`config.mk`:
```
export PLATFORM = sky130hd
export DESIGN_NAME = conditional_branch_unit
export DESIGN_NICKNAME = d
export VERILOG_FILES = /design/src/branch_unit_pkg.sv /design/src/branch_cond_eval.sv /design/src/branch_target_calc.sv /design/src/conditional_branch_unit.sv
export VERILOG_INCLUDE_DIRS = /design/src /design/src/src
export SDC_FILE = /design/constraint.sdc
export NUM_CORES = 1
export LEC_CHECK = 0
export BUFFER_PORTS_ARGS = -buffer_cell sky130_fd_sc_hd__buf_4
export CAP_MARGIN = 30
export CORE_UTILIZATION = 48
export DETAILED_ROUTE_END_ITERATION = 7
export GPL_ROUTABILITY_DRIVEN = 0
export GPL_TIMING_DRIVEN = 0
export PLACE_DENSITY = 0.8
export SLEW_MARGIN = 25
export SYNTH_ARGS = -nofsm -noshare
export SYNTH_HDL_FRONTEND = slang
export SYNTH_SLANG_ARGS = --single-unit
export TNS_END_PERCENT = 10
```
`constraint.sdc`:
```
create_clock -name clk_sys -period 3.3 [get_ports clk_sys]
set_input_delay 0.66 -clock clk_sys [delete_from_list [all_inputs] [get_ports clk_sys]]
set_output_delay 0.66 -clock clk_sys [all_outputs]
set_load 0.02 [all_outputs]
```
`src/branch_unit_cfg.svh`:
```
`ifndef BRANCH_UNIT_CFG_SVH
`define BRANCH_UNIT_CFG_SVH

// ----------------------------------------------------------------------
// instruction field positions
// ----------------------------------------------------------------------
`define OPC_MSB         31
`define OPC_LSB         26
`define DEST_MSB        25
`define DEST_LSB        21
`define DELAY_BIT       25
`define COND_MSB        24
`define COND_LSB        21
`define JMP_DELAY_BIT   20
`define JMP_ABS_BIT     19
`define JMP_LINK_BIT    18
`define IMM_MSB         15
`define IMM_LSB         0

// ----------------------------------------------------------------------
// opcodes and condition selectors
// ----------------------------------------------------------------------
`define OPC_COND_REG    6'h27
`define OPC_COND_IMM    6'h2f
`define OPC_JUMP_REG    6'h26
`define OPC_IMM_PREFIX  6'h2c
`define COND_NE         4'h1
`define COND_LT         4'h2
`define COND_LE         4'h3
`define COND_GT         4'h4

// ----------------------------------------------------------------------
// program counter step and cycle costs
// ----------------------------------------------------------------------
`define INSTR_STEP      32'h0000_0004
`define COST_NOT_TAKEN  2'h1
`define COST_DELAY      2'h2
`define COST_NO_DELAY   2'h3

`endif

```
`src/branch_unit_pkg.sv`:
```
`include "branch_unit_cfg.svh"

package branch_unit_pkg;

  typedef logic [31:0] word_t;
  typedef logic [1:0]  cost_t;
  typedef logic [4:0]  reg_idx_t;

  typedef enum logic [3:0] {
    COND_NE = `COND_NE,
    COND_LT = `COND_LT,
    COND_LE = `COND_LE,
    COND_GT = `COND_GT
  } cond_sel_t;

  typedef enum logic [0:0] {
    ST_READY = 1'b0,
    ST_STALL = 1'b1
  } unit_state_t;

  // selector values this unit resolves
  function automatic logic cond_supported(input logic [3:0] sel);
    return (sel == `COND_NE) || (sel == `COND_LT) || (sel == `COND_LE) || (sel == `COND_GT);
  endfunction

endpackage

```
`src/branch_cond_eval.sv`:
```
`timescale 1ns/100ps
`include "branch_unit_cfg.svh"

module branch_cond_eval (
  input  wire logic [3:0]            sel,
  input  wire branch_unit_pkg::word_t value,
  output logic                       supported,
  output logic                       taken
);
  import branch_unit_pkg::*;

  logic is_zero;
  logic is_neg;

  // ----------------------------------------------------------------------
  // signed compare against zero
  // ----------------------------------------------------------------------
  assign is_zero   = (value == 32'h0000_0000);
  assign is_neg    = value[31];
  assign supported = cond_supported(sel);

  always_comb begin
    unique case (sel)
      `COND_GT: taken = !is_neg && !is_zero;
      `COND_LE: taken = is_neg || is_zero;
      `COND_LT: taken = is_neg;
      `COND_NE: taken = !is_zero;
      default:  taken = 1'b0;
    endcase
  end

endmodule

```
`src/branch_target_calc.sv`:
```
`timescale 1ns/100ps
`include "branch_unit_cfg.svh"

module branch_target_calc (
  input  wire branch_unit_pkg::word_t pc,
  input  wire branch_unit_pkg::word_t reg_offset,
  input  wire logic [15:0]           imm_field,
  input  wire logic                  prefix_valid,
  input  wire logic [15:0]           prefix_hi,
  input  wire logic                  use_imm,
  input  wire logic                  absolute,
  output branch_unit_pkg::word_t     target,
  output branch_unit_pkg::word_t     fall_through
);
  import branch_unit_pkg::*;

  word_t imm_word;
  word_t offset;

  // ----------------------------------------------------------------------
  // immediate widening and target sum
  // ----------------------------------------------------------------------
  assign imm_word     = prefix_valid ? {prefix_hi, imm_field}
                                     : {{16{imm_field[15]}}, imm_field};
  assign offset       = use_imm ? imm_word : reg_offset;
  assign target       = absolute ? offset : pc + offset;
  assign fall_through = pc + `INSTR_STEP;

endmodule

```
`src/conditional_branch_unit.sv`:
```
// Notes on behaviour
// - greater-than forms branch only when the tested register is strictly above zero.
// - less-or-equal forms branch when the tested register is at or below zero.
// - less-than forms branch only when the tested register is strictly below zero.
// - not-equal forms branch whenever the tested register is not zero.
// - register forms jump to the current pc plus the offset register.
// - immediate forms jump to the current pc plus the immediate.
// - without a prefix the sixteen-bit immediate is sign extended to a word.
// - right after an upper-literal prefix the combined word immediate is used.
// - a false condition steps the pc by one word in a single cycle.
// - delay variants carry the delay flag set, plain variants carry it clear.
// - with delay flag set the following instruction completes before the target.
// - with delay flag clear a taken branch squashes the following instruction.
// - a taken branch with delay flag set costs two cycles.
// - a taken branch with delay flag clear costs three cycles.
// - unconditional jumps come relative or absolute, linking only with delay.
// - absolute jumps target the offset register itself, else pc plus it.
// - linking jumps write the jump's own pc to the destination register.
// - unconditional jumps cost two cycles with delay, three without.
`timescale 1ns/100ps
`include "branch_unit_cfg.svh"

module conditional_branch_unit (
  input  wire logic                   clk_sys,
  input  wire logic                   rst,
  input  wire logic                   instr_valid,
  input  wire branch_unit_pkg::word_t instr,
  input  wire branch_unit_pkg::word_t instr_pc,
  input  wire branch_unit_pkg::word_t first_source_reg,
  input  wire branch_unit_pkg::word_t offset_operand_reg,
  output logic                        ready_reg,
  output logic                        result_valid_reg,
  output logic                        branch_taken_reg,
  output branch_unit_pkg::word_t      next_pc_reg,
  output branch_unit_pkg::cost_t      cycle_cost_reg,
  output logic                        squash_next_reg,
  output logic                        delay_slot_reg,
  output logic                        link_we_reg,
  output branch_unit_pkg::reg_idx_t   link_dest_reg,
  output branch_unit_pkg::word_t      link_data_reg,
  output logic                        illegal_reg
);
  import branch_unit_pkg::*;

  // ----------------------------------------------------------------------
  // decode
  // ----------------------------------------------------------------------
  logic [5:0]  opcode;
  logic        accept;
  logic        is_cond_reg;
  logic        is_cond_imm;
  logic        is_cond;
  logic        is_jump;
  logic        is_prefix;
  logic        cond_ok;
  logic        cond_true;
  logic        dec_delay;
  logic        dec_abs;
  logic        dec_link;
  logic        dec_branch;
  logic        dec_illegal;
  logic        dec_taken;
  cost_t       dec_cost;
  word_t       target;
  word_t       fall_through;
  logic        prefix_valid_reg;
  logic [15:0] prefix_hi_reg;
  unit_state_t state_reg;
  cost_t       stall_cnt_reg;

  assign opcode      = instr[`OPC_MSB:`OPC_LSB];
  assign accept      = instr_valid && ready_reg;
  assign is_cond_reg = (opcode == `OPC_COND_REG);
  assign is_cond_imm = (opcode == `OPC_COND_IMM);
  assign is_cond     = (is_cond_reg || is_cond_imm) && cond_ok;
  assign is_jump     = (opcode == `OPC_JUMP_REG);
  assign is_prefix   = (opcode == `OPC_IMM_PREFIX);

  // delay flag from the destination field for conditional forms
  assign dec_delay   = is_jump ? instr[`JMP_DELAY_BIT] : instr[`DELAY_BIT];
  assign dec_abs     = is_jump && instr[`JMP_ABS_BIT];
  assign dec_link    = is_jump && instr[`JMP_LINK_BIT];
  // linking without delay slot has no encoding
  assign dec_illegal = dec_link && !instr[`JMP_DELAY_BIT];
  assign dec_branch  = is_cond || (is_jump && !dec_illegal);
  assign dec_taken   = is_jump || cond_true;

  always_comb begin
    if (!dec_taken) begin
      dec_cost = `COST_NOT_TAKEN;
    end else if (dec_delay) begin
      dec_cost = `COST_DELAY;
    end else begin
      dec_cost = `COST_NO_DELAY;
    end
  end

  branch_cond_eval u_cond (
    .sel       (instr[`COND_MSB:`COND_LSB]),
    .value     (first_source_reg),
    .supported (cond_ok),
    .taken     (cond_true)
  );

  branch_target_calc u_target (
    .pc           (instr_pc),
    .reg_offset   (offset_operand_reg),
    .imm_field    (instr[`IMM_MSB:`IMM_LSB]),
    .prefix_valid (prefix_valid_reg),
    .prefix_hi    (prefix_hi_reg),
    .use_imm      (is_cond_imm),
    .absolute     (dec_abs),
    .target       (target),
    .fall_through (fall_through)
  );

  // ----------------------------------------------------------------------
  // upper-literal prefix capture
  // ----------------------------------------------------------------------
  always_ff @(posedge clk_sys or posedge rst) begin
    if (rst) begin
      prefix_valid_reg <= 1'b0;
      prefix_hi_reg    <= 16'h0000;
    end else if (accept) begin
      prefix_valid_reg <= is_prefix;
      if (is_prefix) begin
        prefix_hi_reg <= instr[`IMM_MSB:`IMM_LSB];
      end
    end
  end

  // ----------------------------------------------------------------------
  // occupancy: hold off new instructions for the branch cost
  // ----------------------------------------------------------------------
  always_ff @(posedge clk_sys or posedge rst) begin
    if (rst) begin
      state_reg     <= ST_READY;
      stall_cnt_reg <= 2'h0;
      ready_reg     <= 1'b1;
    end else begin
      unique case (state_reg)
        ST_READY: begin
          if (accept && dec_branch && dec_taken) begin
            state_reg     <= ST_STALL;
            stall_cnt_reg <= dec_cost - 2'h1;
            ready_reg     <= 1'b0;
          end
        end
        ST_STALL: begin
          if (stall_cnt_reg == 2'h1) begin
            state_reg     <= ST_READY;
            stall_cnt_reg <= 2'h0;
            ready_reg     <= 1'b1;
          end else begin
            stall_cnt_reg <= stall_cnt_reg - 2'h1;
          end
        end
      endcase
    end
  end

  // ----------------------------------------------------------------------
  // resolution results
  // ----------------------------------------------------------------------
  always_ff @(posedge clk_sys or posedge rst) begin
    if (rst) begin
      result_valid_reg <= 1'b0;
      branch_taken_reg <= 1'b0;
      next_pc_reg      <= 32'h0000_0000;
      cycle_cost_reg   <= 2'h0;
      squash_next_reg  <= 1'b0;
      delay_slot_reg   <= 1'b0;
      illegal_reg      <= 1'b0;
    end else begin
      result_valid_reg <= accept && dec_branch;
      illegal_reg      <= accept && is_jump && dec_illegal;
      squash_next_reg  <= 1'b0;
      delay_slot_reg   <= 1'b0;
      if (accept && dec_branch) begin
        branch_taken_reg <= dec_taken;
        next_pc_reg      <= dec_taken ? target : fall_through;
        cycle_cost_reg   <= dec_cost;
        squash_next_reg  <= dec_taken && !dec_delay;
        delay_slot_reg   <= dec_taken && dec_delay;
      end
    end
  end

  // ----------------------------------------------------------------------
  // link write, only for linking jumps
  // ----------------------------------------------------------------------
  always_ff @(posedge clk_sys or posedge rst) begin
    if (rst) begin
      link_we_reg   <= 1'b0;
      link_dest_reg <= 5'h00;
      link_data_reg <= 32'h0000_0000;
    end else begin
      link_we_reg <= accept && dec_branch && dec_link;
      if (accept && dec_branch && dec_link) begin
        link_dest_reg <= instr[`DEST_MSB:`DEST_LSB];
        link_data_reg <= instr_pc;
      end
    end
  end

  // ----------------------------------------------------------------------
  // checks
  // ----------------------------------------------------------------------
  AST_GT_TAKEN: assert property (@(posedge clk_sys) disable iff (rst)
    accept && is_cond && instr[`COND_MSB:`COND_LSB] == `COND_GT
    |=> branch_taken_reg == ($signed($past(first_source_reg)) > 0))
    else $error("greater-than decision wrong");

  AST_LE_TAKEN: assert property (@(posedge clk_sys) disable iff (rst)
    accept && is_cond && instr[`COND_MSB:`COND_LSB] == `COND_LE
    |=> branch_taken_reg == ($signed($past(first_source_reg)) <= 0))
    else $error("less-or-equal decision wrong");

  AST_LT_TAKEN: assert property (@(posedge clk_sys) disable iff (rst)
    accept && is_cond && instr[`COND_MSB:`COND_LSB] == `COND_LT
    |=> branch_taken_reg == ($signed($past(first_source_reg)) < 0))
    else $error("less-than decision wrong");

  AST_NE_TAKEN: assert property (@(posedge clk_sys) disable iff (rst)
    accept && is_cond && instr[`COND_MSB:`COND_LSB] == `COND_NE
    |=> branch_taken_reg == ($past(first_source_reg) != 32'h0000_0000))
    else $error("not-equal decision wrong");

  AST_REG_TARGET: assert property (@(posedge clk_sys) disable iff (rst)
    accept && is_cond && is_cond_reg && cond_true
    |=> next_pc_reg == $past(instr_pc) + $past(offset_operand_reg))
    else $error("register-offset target wrong");

  AST_IMM_SEXT: assert property (@(posedge clk_sys) disable iff (rst)
    accept && is_cond && is_cond_imm && cond_true && !prefix_valid_reg
    |=> next_pc_reg == $past(instr_pc) + {{16{$past(instr[15])}}, $past(instr[15:0])})
    else $error("sign-extended immediate target wrong");

  AST_IMM_PREFIX: assert property (@(posedge clk_sys) disable iff (rst)
    accept && is_prefix ##1 !accept ##1 accept && is_cond && is_cond_imm && cond_true
    |=> next_pc_reg == $past(instr_pc) + {$past(instr[15:0], 3), $past(instr[15:0])})
    else $error("prefixed immediate target wrong");

  AST_NOT_TAKEN: assert property (@(posedge clk_sys) disable iff (rst)
    accept && is_cond && !cond_true
    |=> next_pc_reg == $past(instr_pc) + `INSTR_STEP && cycle_cost_reg == `COST_NOT_TAKEN && ready_reg)
    else $error("fall-through wrong");

  AST_COST_DELAY: assert property (@(posedge clk_sys) disable iff (rst)
    accept && dec_branch && dec_taken && dec_delay
    |=> !ready_reg && !squash_next_reg ##1 ready_reg)
    else $error("delayed taken cost not two cycles");

  AST_COST_NO_DELAY: assert property (@(posedge clk_sys) disable iff (rst)
    accept && dec_branch && dec_taken && !dec_delay
    |=> squash_next_reg && !ready_reg ##1 !ready_reg ##1 ready_reg)
    else $error("undelayed taken cost not three cycles");

  AST_ABS_TARGET: assert property (@(posedge clk_sys) disable iff (rst)
    accept && dec_branch && dec_abs |=> next_pc_reg == $past(offset_operand_reg))
    else $error("absolute jump target wrong");

  AST_LINK: assert property (@(posedge clk_sys) disable iff (rst)
    accept && dec_branch
    |=> link_we_reg == $past(dec_link) && (!link_we_reg || link_data_reg == $past(instr_pc)))
    else $error("link write wrong");

  AST_STALL_REFUSE: assert property (@(posedge clk_sys) disable iff (rst)
    !ready_reg |=> !result_valid_reg && !link_we_reg)
    else $error("instruction taken while stalled");

  AST_COND_DELAY_FLAG: assert property (@(posedge clk_sys) disable iff (rst)
    accept && is_cond && cond_true
    |=> delay_slot_reg == $past(instr[`DELAY_BIT]) && squash_next_reg == !$past(instr[`DELAY_BIT]))
    else $error("conditional delay flag handling wrong");

  AST_JUMP_COST: assert property (@(posedge clk_sys) disable iff (rst)
    accept && is_jump && !(instr[`JMP_LINK_BIT] && !instr[`JMP_DELAY_BIT])
    |=> branch_taken_reg && delay_slot_reg == $past(instr[`JMP_DELAY_BIT])
        && cycle_cost_reg == ($past(instr[`JMP_DELAY_BIT]) ? `COST_DELAY : `COST_NO_DELAY))
    else $error("jump cost wrong");

  AST_REL_JUMP: assert property (@(posedge clk_sys) disable iff (rst)
    accept && is_jump && !instr[`JMP_ABS_BIT] && !(instr[`JMP_LINK_BIT] && !instr[`JMP_DELAY_BIT])
    |=> next_pc_reg == $past(instr_pc) + $past(offset_operand_reg))
    else $error("relative jump target wrong");

  AST_ILLEGAL: assert property (@(posedge clk_sys) disable iff (rst)
    accept && is_jump && instr[`JMP_LINK_BIT] && !instr[`JMP_DELAY_BIT]
    |=> illegal_reg && !result_valid_reg && !link_we_reg && ready_reg)
    else $error("link jump without delay not refused");

  AST_COND_NO_LINK: assert property (@(posedge clk_sys) disable iff (rst)
    accept && is_cond |=> !link_we_reg && !illegal_reg)
    else $error("conditional branch wrote a register");

  AST_UNSUPPORTED: assert property (@(posedge clk_sys) disable iff (rst)
    accept && (is_cond_reg || is_cond_imm)
    && !(instr[`COND_MSB:`COND_LSB] inside {`COND_NE, `COND_LT, `COND_LE, `COND_GT})
    |=> !result_valid_reg && ready_reg)
    else $error("unsupported selector resolved");

  AST_PREFIX_ARM: assert property (@(posedge clk_sys) disable iff (rst)
    accept && is_prefix |=> prefix_valid_reg && !result_valid_reg)
    else $error("prefix not armed");

  AST_PREFIX_CLEAR: assert property (@(posedge clk_sys) disable iff (rst)
    accept && !is_prefix |=> !prefix_valid_reg)
    else $error("prefix not cleared");

endmodule

```
======== Yosys cells after proc, flatten, opt, wreduce, memory -nomap -nowiden ========
Cells that the tools add are included.
word-level totals
  register bits ........................... 98
  latch bits .............................. 0
  memory bits (writable) .................. 0
  ROM bits ................................ 0
  bits of input ports ..................... 131
  output and inout bits ................... 78
  word-level logic and storage cells ...... 79
  memories kept ........................... 0
operators by class
  add/subtract/negate cells ............... 4
  multipliers ............................. 0
  div/mod/pow operators ................... 0
  $lt $le $gt $ge ......................... 0
  eq/ne operators ......................... 11
  shifts and indexed selects .............. 0
  mux-type cells .......................... 19
  bitwise logic cells ..................... 1
  reductions and logical operators ........ 29
operators with widths
  cell                   count
  $mux 32                4
  $add 32x3->32 const B  1
  $add 32x32->32         1
  $logic_not 32->1       1
  $eq 6x6->1 const B     4
  $logic_and 1x1->1      14
  $eq 4x2->1 const B     2
  $mux 1                 8
  $logic_or 1x1->1       7
  $mux 2                 3
  $logic_not 1->1        5
  $eq 4x1->1 const B     1
  $eq 4x3->1 const B     1
  $pmux 1 s2             2
  $pmux 1 s4             1
  $pmux 2 s2             1
  $reduce_and 2->1       2
  $sub 2x1->2 const B    2
  $eq 2x1->1 const B     1
  $ne 2x1->1 const B     1
  $ne 2x2->1 const B     1
  $not 1->1              1

======== Logic depth before layout (Yosys ltp) ========
Gate-level depths: netlist of run 1.
  word-level depth ........................ 10
  mapped depth ............................ 16
  gate-level depth less buffers ........... 14

======== Hierarchy ========
A second synthesis of run 1 with hierarchy kept.
second synthesis, totals
  cells, all modules ...................... 823
  area, all modules ....................... 7638.6 sq um
modules (own cells, without submodules)
  module                   times used  cells an instance  area each (sq um)  seq. area each (sq um)
  conditional_branch_unit  1           276                4186.5             2428.6
  branch_target_calc       1           527                3318.2             0.0
  branch_cond_eval         1           20                 133.9              0.0

======== Worst setup path after synthesis of run 1 ========
No wires, ideal clock.
  path kind ............................... input-to-reg
  start ................................... in instr[30]
  end ..................................... reg next_pc_reg[18]
  library setup time ...................... 0.121 ns
  arrival ................................. 3.701 ns
  data required time ...................... 3.179 ns
  slack ................................... -0.522 ns
  cell stages on the path ................. 16
  buffers on the path ..................... 2
  cell sequence ........................... and3b_1 -> nand4_1 -> buf_2 -> buf_2 -> mux2_2 -> ha_1 -> inv_1 -> fa_1 -> nor2b_1 -> o31a_1 -> o2111ai_2 -> a211oi_2 -> a21oi_2 -> xnor2_1 -> a211o_1 -> a22o_1
on the way
  longest elaborated chain between the ends .. 7
  elaborated cells on any way between the ends .. 17
  those cells by class .................... 1 x add/sub; 3 x eq/ne; 3 x mux; 10 x reduce/logical
RTL lines
  item                                                    RTL line                        source
  start, declared                                         conditional_branch_unit.sv:27   input wire branch_unit_pkg::word_t instr,
  branches (longest 7 deep; another with $add 32x32->32)  n/a
  end signal, assigned                                    conditional_branch_unit.sv:181  next_pc_reg <= dec_taken ? target : fall_through;
  end, declared                                           conditional_branch_unit.sv:34   output branch_unit_pkg::word_t next_pc_reg,
Parallel ways; which one is timed is not known.
A chain may end at the register's enable or synchronous reset.

======== Final worst setup path of run 1 ========
  start ................................... in instr[30]
  end ..................................... reg next_pc_reg[30]
The elaborated chain is that of the path after synthesis.

==> impl_metrics.csv, run 1 <==
group,metric,value,unit
critical_path,crit_path_end_kind,"register",
clocking,path_clk_slew,70,ps
timing,worst_pin_slew,815.5,ps
layout,post-route-util,67.27,%
layout,drive_gt1_share,38.36,%
timing,fin_skew,8.104,ps
timing,hold_viol,0,
synth,ys_seq_area_share,33.28,%
placed_design,place_inst,1186,
grt,grt_pass1_vias,7333,
die,core_area,14700,um2
grt,grt.total_usage,33.41,%
synth,yosysWarnings,0,
layout,final_net_count,1191,
critical_path,critPathSlowestCell,"a211oi_4",
synth,synth_nets,962,
layout,layout.cells.non_filler,1211,
synth,yosysUniqueCellTypes,75,
power,power_density,330.7,nW/um2
synth,synth_edf_count,0,
timing,fin_ws,-365.2,ps
timing,setup_violations,24,
die,io_pins,209,
outcome,violations,"design-rule violations, negative setup slack",
synth,syn_avg_cell_area,9.190,um2
power,p_leak,0.004880,uW
critical_path,critical_path.top_delay_family,"compound AO/OA/AOI/OAI gates",
clocking,cts-root-buf,"clkbuf_16",
timing,period_share,111.1,%
critical_path,r2r.worst_path.cells,14,
critical_path,path_max_fanout,5,
critical_path,max_stage_delay,380,ps
synth,ys_async_sr_fraction,100.0,%
drt,drc_errors,22,
critical_path,r2r-start,"prefix_valid_reg$_DFFE_PP0P_",
clocking,cts_tree,"built",
synth,yosys.area.top_type,"dfrtp_1",
critical_path,r2r_slack,-30,ps
critical_path,crit_arrival,3910,ps
critical_path,path_cells,"buf_6 -> and3b_2 -> nand4_1 -> buf_6 -> buf_12 -> mux2_4 -> ha_4 -> inv_2 -> fa_2 -> nor2b_4 -> o31a_1 -> o2111ai_4 -> a211oi_4 -> a21oi_2 -> o211ai_1 -> mux2i_1 -> a21oi_1",
grt,grt_max_degree,64,
synth,netlist_instances,794,
die,die_area,15700,um2
critical_path,critPathBufInv,4,
clocking,cts.sinks,97,
synth,ys_ff_latch,97,
min_path,hp-class,"primary input to asynchronous set/reset pin",
die,die_x,125.3,um
timing,drv_slew,0,
grt,antenna_found_initial,0,
synth,synth_ff_type,"dfrtp_1",
power,ir_drop,0.0002294,V
critical_path,cpMostUsedCell,"buf_6",
run,cap_violations,0,
timing,layout_min_cycle_time,3665,ps
critical_path,crit_type,"primary input to register",
clocking,h-tree-depth,3,
grt,grt_pass1_wl,40200,um
critical_path,required,3550,ps
timing,whs,273.3,ps
critical_path,timing.rr.end,"next_pc_reg[31]$_DFFE_PP0P_",
clocking,postCtsHoldBufs,0,
drt,wirelength,25420,um
timing,slew_headroom,45.63,%
layout,syn2layout_area_growth,35.51,%
placed_design,io_buffers,206,
die,die_y,125.3,um
drt,num_vias,7414,
grt,grt_overflow,0,
synth,synth_top_area_share,32.92,%
placed_design,place_hpwl,18950,um
drt,drt_first_pass_iters,8,
drt,drt_iter0_drc,674,
timing,max_freq,0.2728,GHz
clocking,cts_buffers,9,
layout,diodes,0,
synth,synth_area_leaders,"dfrtp_1 (33%), mux2_4 (6.4%), ha_1 (6.2%)",
drt,ant_nets,0,
timing,rsz0062_at_grt,"yes",
drt,avgRoutedWirePerCell,20.99,um
critical_path,cp-start-kind,"primary input",
die,start_util,49.64,%
synth,synth_area,7297,um2
clocking,clk_latency,360,ps
clocking,clk_path_buf_depth,2,
outcome,status,"finished, violations left",
layout,fill_cells,1177,
die,num_rows,44,
drt,avgViaCountPerCell,6.122,
metal layers:
layer	GRT usage, %	vias up	share of wire [%]
met5	0	-	0
met4	17.36	0	4.6
met3	7.360	83	10
met2	53.70	429	45
met1	42.23	3525	40
li1	-	3377	-
power by group:
group          leakage, uW  total (uW)  switching [uW]  internal [uW]
logic              0.00341         987             536            451
clock network     0.000131        1020             486            532
registers          0.00134        1260            29.7           1240
Yosys cell counts (all sizes together), types with 4 or more instances:
master  instances
buf            29
and2            9
nor2           51
o22ai           8
ha             36
nor3           14
a21oi          66
and3           13
a21o           19
mux2           67
a211o           5
inv            19
a22o            6
a211oi         11
o21ai          55
and4            9
dfrtp          96
nor4            9
nand2b          7
clkbuf         16
a221oi          5
xnor2          28
xor2           17
nor2b           6
nand4          13
mux2i          14
nand2          78
nand3          22
a31oi           5
o211ai          9
o21a           10
or3             4
timing repair:
| item | 4_1_cts | 5_1_grt |
|---|---|---|
| pin swaps | 34 | 10 |
| setup buffers | 9 | 2 |
| gates resized for setup | 67 | 25 |
| cloned | 1 | 0 |
| endpoints found under the setup margin | 27 | 28 |
| endpoints found under the hold margin | 0 | 0 |
logic make-up (layout without fill, tap and decap cells):
logic type,count (synthesis),in the layout,share of synthesized area [%]
XOR/XNOR,45,45,5.401
buffers and inverters,65,298,4.287
adder cells (fa/ha/maj),37,37,6.447
AND/OR/NAND/NOR,243,243,16.72
flip-flops,97,97,33.28
multiplexers,81,81,13.85
AO/OA/AOI/OAI,226,226,20.01
worst max path at each step:
stage | startpoint | cells after the start | slack, ps | to
6_report | instr[30] | 17 | -370 | next_pc_reg[30]$_DFFE_PP0P_
5_1_grt | instr[30] | 17 | -440 | next_pc_reg[30]$_DFFE_PP0P_
4_1_cts | instr[28] | 15 | -310 | next_pc_reg[31]$_DFFE_PP0P_
3_5_place_dp | instr[30] | 15 | -1460 | next_pc_reg[31]$_DFFE_PP0P_
3_3_place_gp | instr[30] | 15 | -1440 | next_pc_reg[31]$_DFFE_PP0P_
2_1_floorplan | instr[30] | 16 | -360 | next_pc_reg[24]$_DFFE_PP0P_
final cells by class:
cell class | instances | area (um2) | share of cell area (%)
Buffer | 43 | 257.7 | 2.607
Inverter | 20 | 81.33 | 0.8225
Timing Repair Buffer | 220 | 1698 | 17.17
Clock inverter | 5 | 37.54 | 0.3796
Multi-Input combinational cell | 632 | 4916 | 49.72
Clock buffer | 10 | 239.0 | 2.417
Sequential cell | 97 | 2429 | 24.56
Tap cell | 184 | 230.2 | 2.328
placed cells by master (no fill, tap or decap), drive strengths merged, types with 3 or more instances in the layout:
cell      n
a211o     5
a211oi   11
a21o     19
a21oi    66
a221oi    5
a22o      6
a31oi     5
and2      9
and3     13
and4      9
buf     248
clkbuf   24
dfrtp    96
ha       36
inv      21
mux2     67
mux2i    14
nand2    78
nand2b    7
nand3    22
nand4    13
nor2     51
nor2b     6
nor3     14
nor4      9
o211ai    9
o21a     10
o21ai    55
o21bai    3
o221ai    3
o22ai     8
o31ai     3
or3       4
xnor2    28
xor2     17
per-stage QoR:
stage                     TNS (ps)  setup slack [ps]  cell area (um2)  power (uW)
after floorplan              -4908            -356.5             7337        1810
after global placement     -127230             -1443             9114        2129
after detailed placement    -25120             -1462             9151        2158
after CTS                    -4291            -309.1             9788        3233
after global routing         -7651            -444.1             9888        3426
final                        -4960            -365.2             9888        3270
Note: power is estimated with default switching activity, not from simulation.
==> run 2, diff against run 1 <==
- CORE_UTILIZATION: 48 -> 49
- SYNTH_HIERARCHICAL: not set -> 1
==> run 2 against run 1 <==
Net effect:
- the flow finishes with violations (negative setup slack)
- worst setup slack worse by 410 ps
- sequential power is 16% higher
- critical path depth is 1 lower
- largest power group is now combinational cells
- die area is 2.5% higher
- final cell count is 3.4% higher
- clock-buffer cell count is 1 higher
- area after synthesis is 4.7% higher
- sequential share of layout area is 1.6 points lower
- combinational power is 68% higher
- clock power is 9.8% higher
==> impl_metrics.csv, run 2 <==
group,metric,value,unit
drt,wirelength,27180,um
power,power,4241,uW
clocking,clk_latency,360,ps
clocking,path_clk_slew,70,ps
critical_path,r2r-start,"prefix_valid_reg$_DFFE_PP0P_",
synth,yosysWarnings,6,
grt,grt_pass1_vias,7694,
clocking,cts.sinks,97,
synth,synth_top_family_by_area,"multiplexers",
outcome,status,"finished, violations left",
placed_design,placed_cell_area,9512,um2
clocking,cts_buffers,9,
synth,synth_compound_area_share,16.79,%
layout,syn2layout_area_growth,38.35,%
clocking,postCtsHoldBufs,0,
timing,period_share,123.4,%
clocking,clk_path_buf_depth,2,
timing,hold_viol,0,
drt,ant_nets,0,
die,core_area,15200,um2
critical_path,critPathSlowestCell,"or4_1",
critical_path,cp-start-kind,"primary input",
synth,synthTopCellsByCount,"mux2_2 (132), dfrtp_1 (96), a21oi_1 (81)",
synth,yosysUniqueCellTypes,68,
critical_path,path_max_fanout,10,
critical_path,path_cells,"buf_6 -> and4b_2 -> and3_4 -> buf_4 -> buf_4 -> nor2_1 -> a21oi_2 -> ha_2 -> a21oi_2 -> o21ai_1 -> a21oi_2 -> o22ai_1 -> or4_1 -> a31o_1 -> mux2_2 -> mux2_2",
critical_path,r2r_slack,-610,ps
die,die_area,16090,um2
die,die_y,126.9,um
outcome,violations,"negative setup slack",
timing,worst_pin_slew,796.4,ps
critical_path,crit_path_end_kind,"register",
drt,avgViaCountPerCell,6.411,
timing,slew_headroom,46.91,%
drt,drt_iter0_drc,804,
grt,grt_overflow,0,
synth,netlist_instances,823,
layout,layout.cells.non_filler,1252,
synth,synth_area,7639,um2
timing,drv_slew,0,
placed_design,place_hpwl,19310,um
drt,drc_errors,0,
synth,synth_xor_area_share,4.930,%
synth,synth_ff_type,"dfrtp_1",
synth,ys_async_sr_fraction,100.0,%
die,io_pins,209,
min_path,hp-class,"primary input to asynchronous set/reset pin",
layout,fill_cells,1132,
placed_design,place_inst,1218,
synth,ys_seq_area_share,31.79,%
grt,grt_pass1_wl,40650,um
layout,drive_gt1_share,46.90,%
synth,synth_area_leaders,"dfrtp_1 (31%), mux2_2 (19%), ha_1 (5.4%)",
synth,synth_edf_count,0,
synth,ys_ff_latch,97,
power,power_density,401.3,nW/um2
drt,num_vias,8026,
synth,yosys.area.top_type,"dfrtp_1",
clocking,cts_tree,"built",
clocking,cts-root-buf,"clkbuf_16",
layout,mostFrequentLayoutCells,"buf_4 (240), mux2_2 (119), dfrtp_1 (96)",
die,start_util,50.25,%
layout,layout_commonest_cell,"buf_4",
power,ir_drop,0.0003679,V
timing,max_freq,0.2455,GHz
layout,final_net_count,1224,
layout,final_cell_area,10570,um2
power,p_leak,0.004967,uW
synth,synth_nets,988,
die,die_x,126.9,um
timing,setup_violations,27,
die,num_rows,45,
placed_design,io_buffers,206,
synth,synth_top_area_share,31.45,%
grt,antenna_found_initial,0,
layout,diodes,0,
synth,syn_avg_cell_area,9.281,um2
drt,avgRoutedWirePerCell,21.71,um
clocking,h-tree-depth,3,
critical_path,required,3540,ps
critical_path,crit_type,"primary input to register",
critical_path,crit_arrival,4320,ps
synth,yosys.area_share.simple,16.43,%
grt,grt_max_degree,51,
synth,muxShareOfSynthArea,20.38,%
synth,yosysMostFrequentCell,"mux2_2",
drt,drt_first_pass_iters,6,
timing,fin_ws,-773.7,ps
critical_path,max_stage_delay,510,ps
timing,fin_skew,14.38,ps
grt,grt.total_usage,32.97,%
synth,synth_adder_area_share,5.667,%
timing,rsz0062_at_grt,"yes",
critical_path,startpoint,"instr[30]",
critical_path,cpMostUsedCell,"a21oi_2",
timing,layout_min_cycle_time,4074,ps
run,cap_violations,0,
-- run 2: changes by cell type after synthesis, moves of 4 or more --
cell      change
buf_2        -15
clkbuf_1      +7
mux2_4       -29
o21a_1        -5
nor2b_1       -4
nor2_1       +28
nand2_1      -16
o21ai_0      -29
a22o_1        -6
mux2i_1      -10
mux2_2       +96
a21oi_1      +16
and2_1        -6
nand4_1       +8
-- run 2: through the flow --
step           setup WS [ps]  TNS (ps)  hold WS, ps  util, %
6_report              -773.7    -13860        313.9    69.51
3_5_place_dp           -1671    -33150        465.2    62.57
3_3_place_gp           -1630   -141350        460.1    62.35
2_1_floorplan         -904.0    -15570        447.9        -
5_1_grt               -808.1    -15180        351.8    69.51
4_1_cts               -741.6    -11650        323.8    67.91
-- run 2: path summary, 6_finish.rpt --
| path | endpoint | cells past startpoint |
|---|---|---|
| worst max-delay path | next_pc_reg[30]$_DFFE_PP0P_ | 16 |
| worst min-delay path | link_data_reg[11]$_DFFE_PP0P_ | 2 |
| worst max register to register | next_pc_reg[30]$_DFFE_PP0P_ | 13 |
| worst min register to register | link_data_reg[20]$_DFFE_PP0P_ | 1 |
| max in group asynchronous | ready_reg$_DFFE_PP1P_ | 3 |
| min in group clk_sys | link_data_reg[20]$_DFFE_PP0P_ | 1 |
-- run 2: area by class of cell --
| cell class | instances | area [um2] | share of cell area [%] |
|---|---|---|---|
| multi-input combinational | 666 | 5473 | 51.79 |
| tap | 188 | 235.2 | 2.226 |
| sequential | 97 | 2429 | 22.98 |
| inverter | 16 | 65.06 | 0.6157 |
| timing repair buffer | 235 | 1799 | 17.03 |
| clock inverter | 5 | 67.56 | 0.6394 |
| buffer | 34 | 256.5 | 2.427 |
| clock buffer | 11 | 242.7 | 2.297 |
-- run 2: power breakdown --
part | internal (uW) | switching [uW] | leakage, uW | total [uW]
clock network | 623 | 502 | 0.000153 | 1120
logic | 783 | 873 | 0.00352 | 1660
registers | 1360 | 102 | 0.00130 | 1460
-- run 2: cells by family after synthesis --
family,Yosys count
flip-flops,97
adder cells (fa/ha/maj),34
AND/OR/NAND/NOR,254
buffers and inverters,60
AO/OA/AOI/OAI,197
XOR/XNOR,43
multiplexers,138
-- run 2: timing repair --
action / CTS / global route
resized for setup: 74 / 58
buffers inserted: 21 / 7
pin swaps: 41 / 14
endpoints found under the hold margin: 0 / 0
setup endpoints to repair: 30 / 30
gates cloned: 1 / 0
-- run 2: per-layer routing --
| layer | global-route usage, % | part of all wire (%) |
|---|---|---|
| met1 | 39.69 | 37 |
| met5 | 0 | 0.099 |
| met4 | 12.75 | 4.3 |
| met3 | 9.911 | 12 |
| met2 | 55.30 | 46 |
-- run 2: worst max-delay path: cells and delay by family --
kind	cells	cell delay [ps]
adders and majority gates	1	400
AOI/OAI and AO/OA	6	1110
buffers and inverters	3	450
muxes	2	520
and+or+nand+nor	4	1150
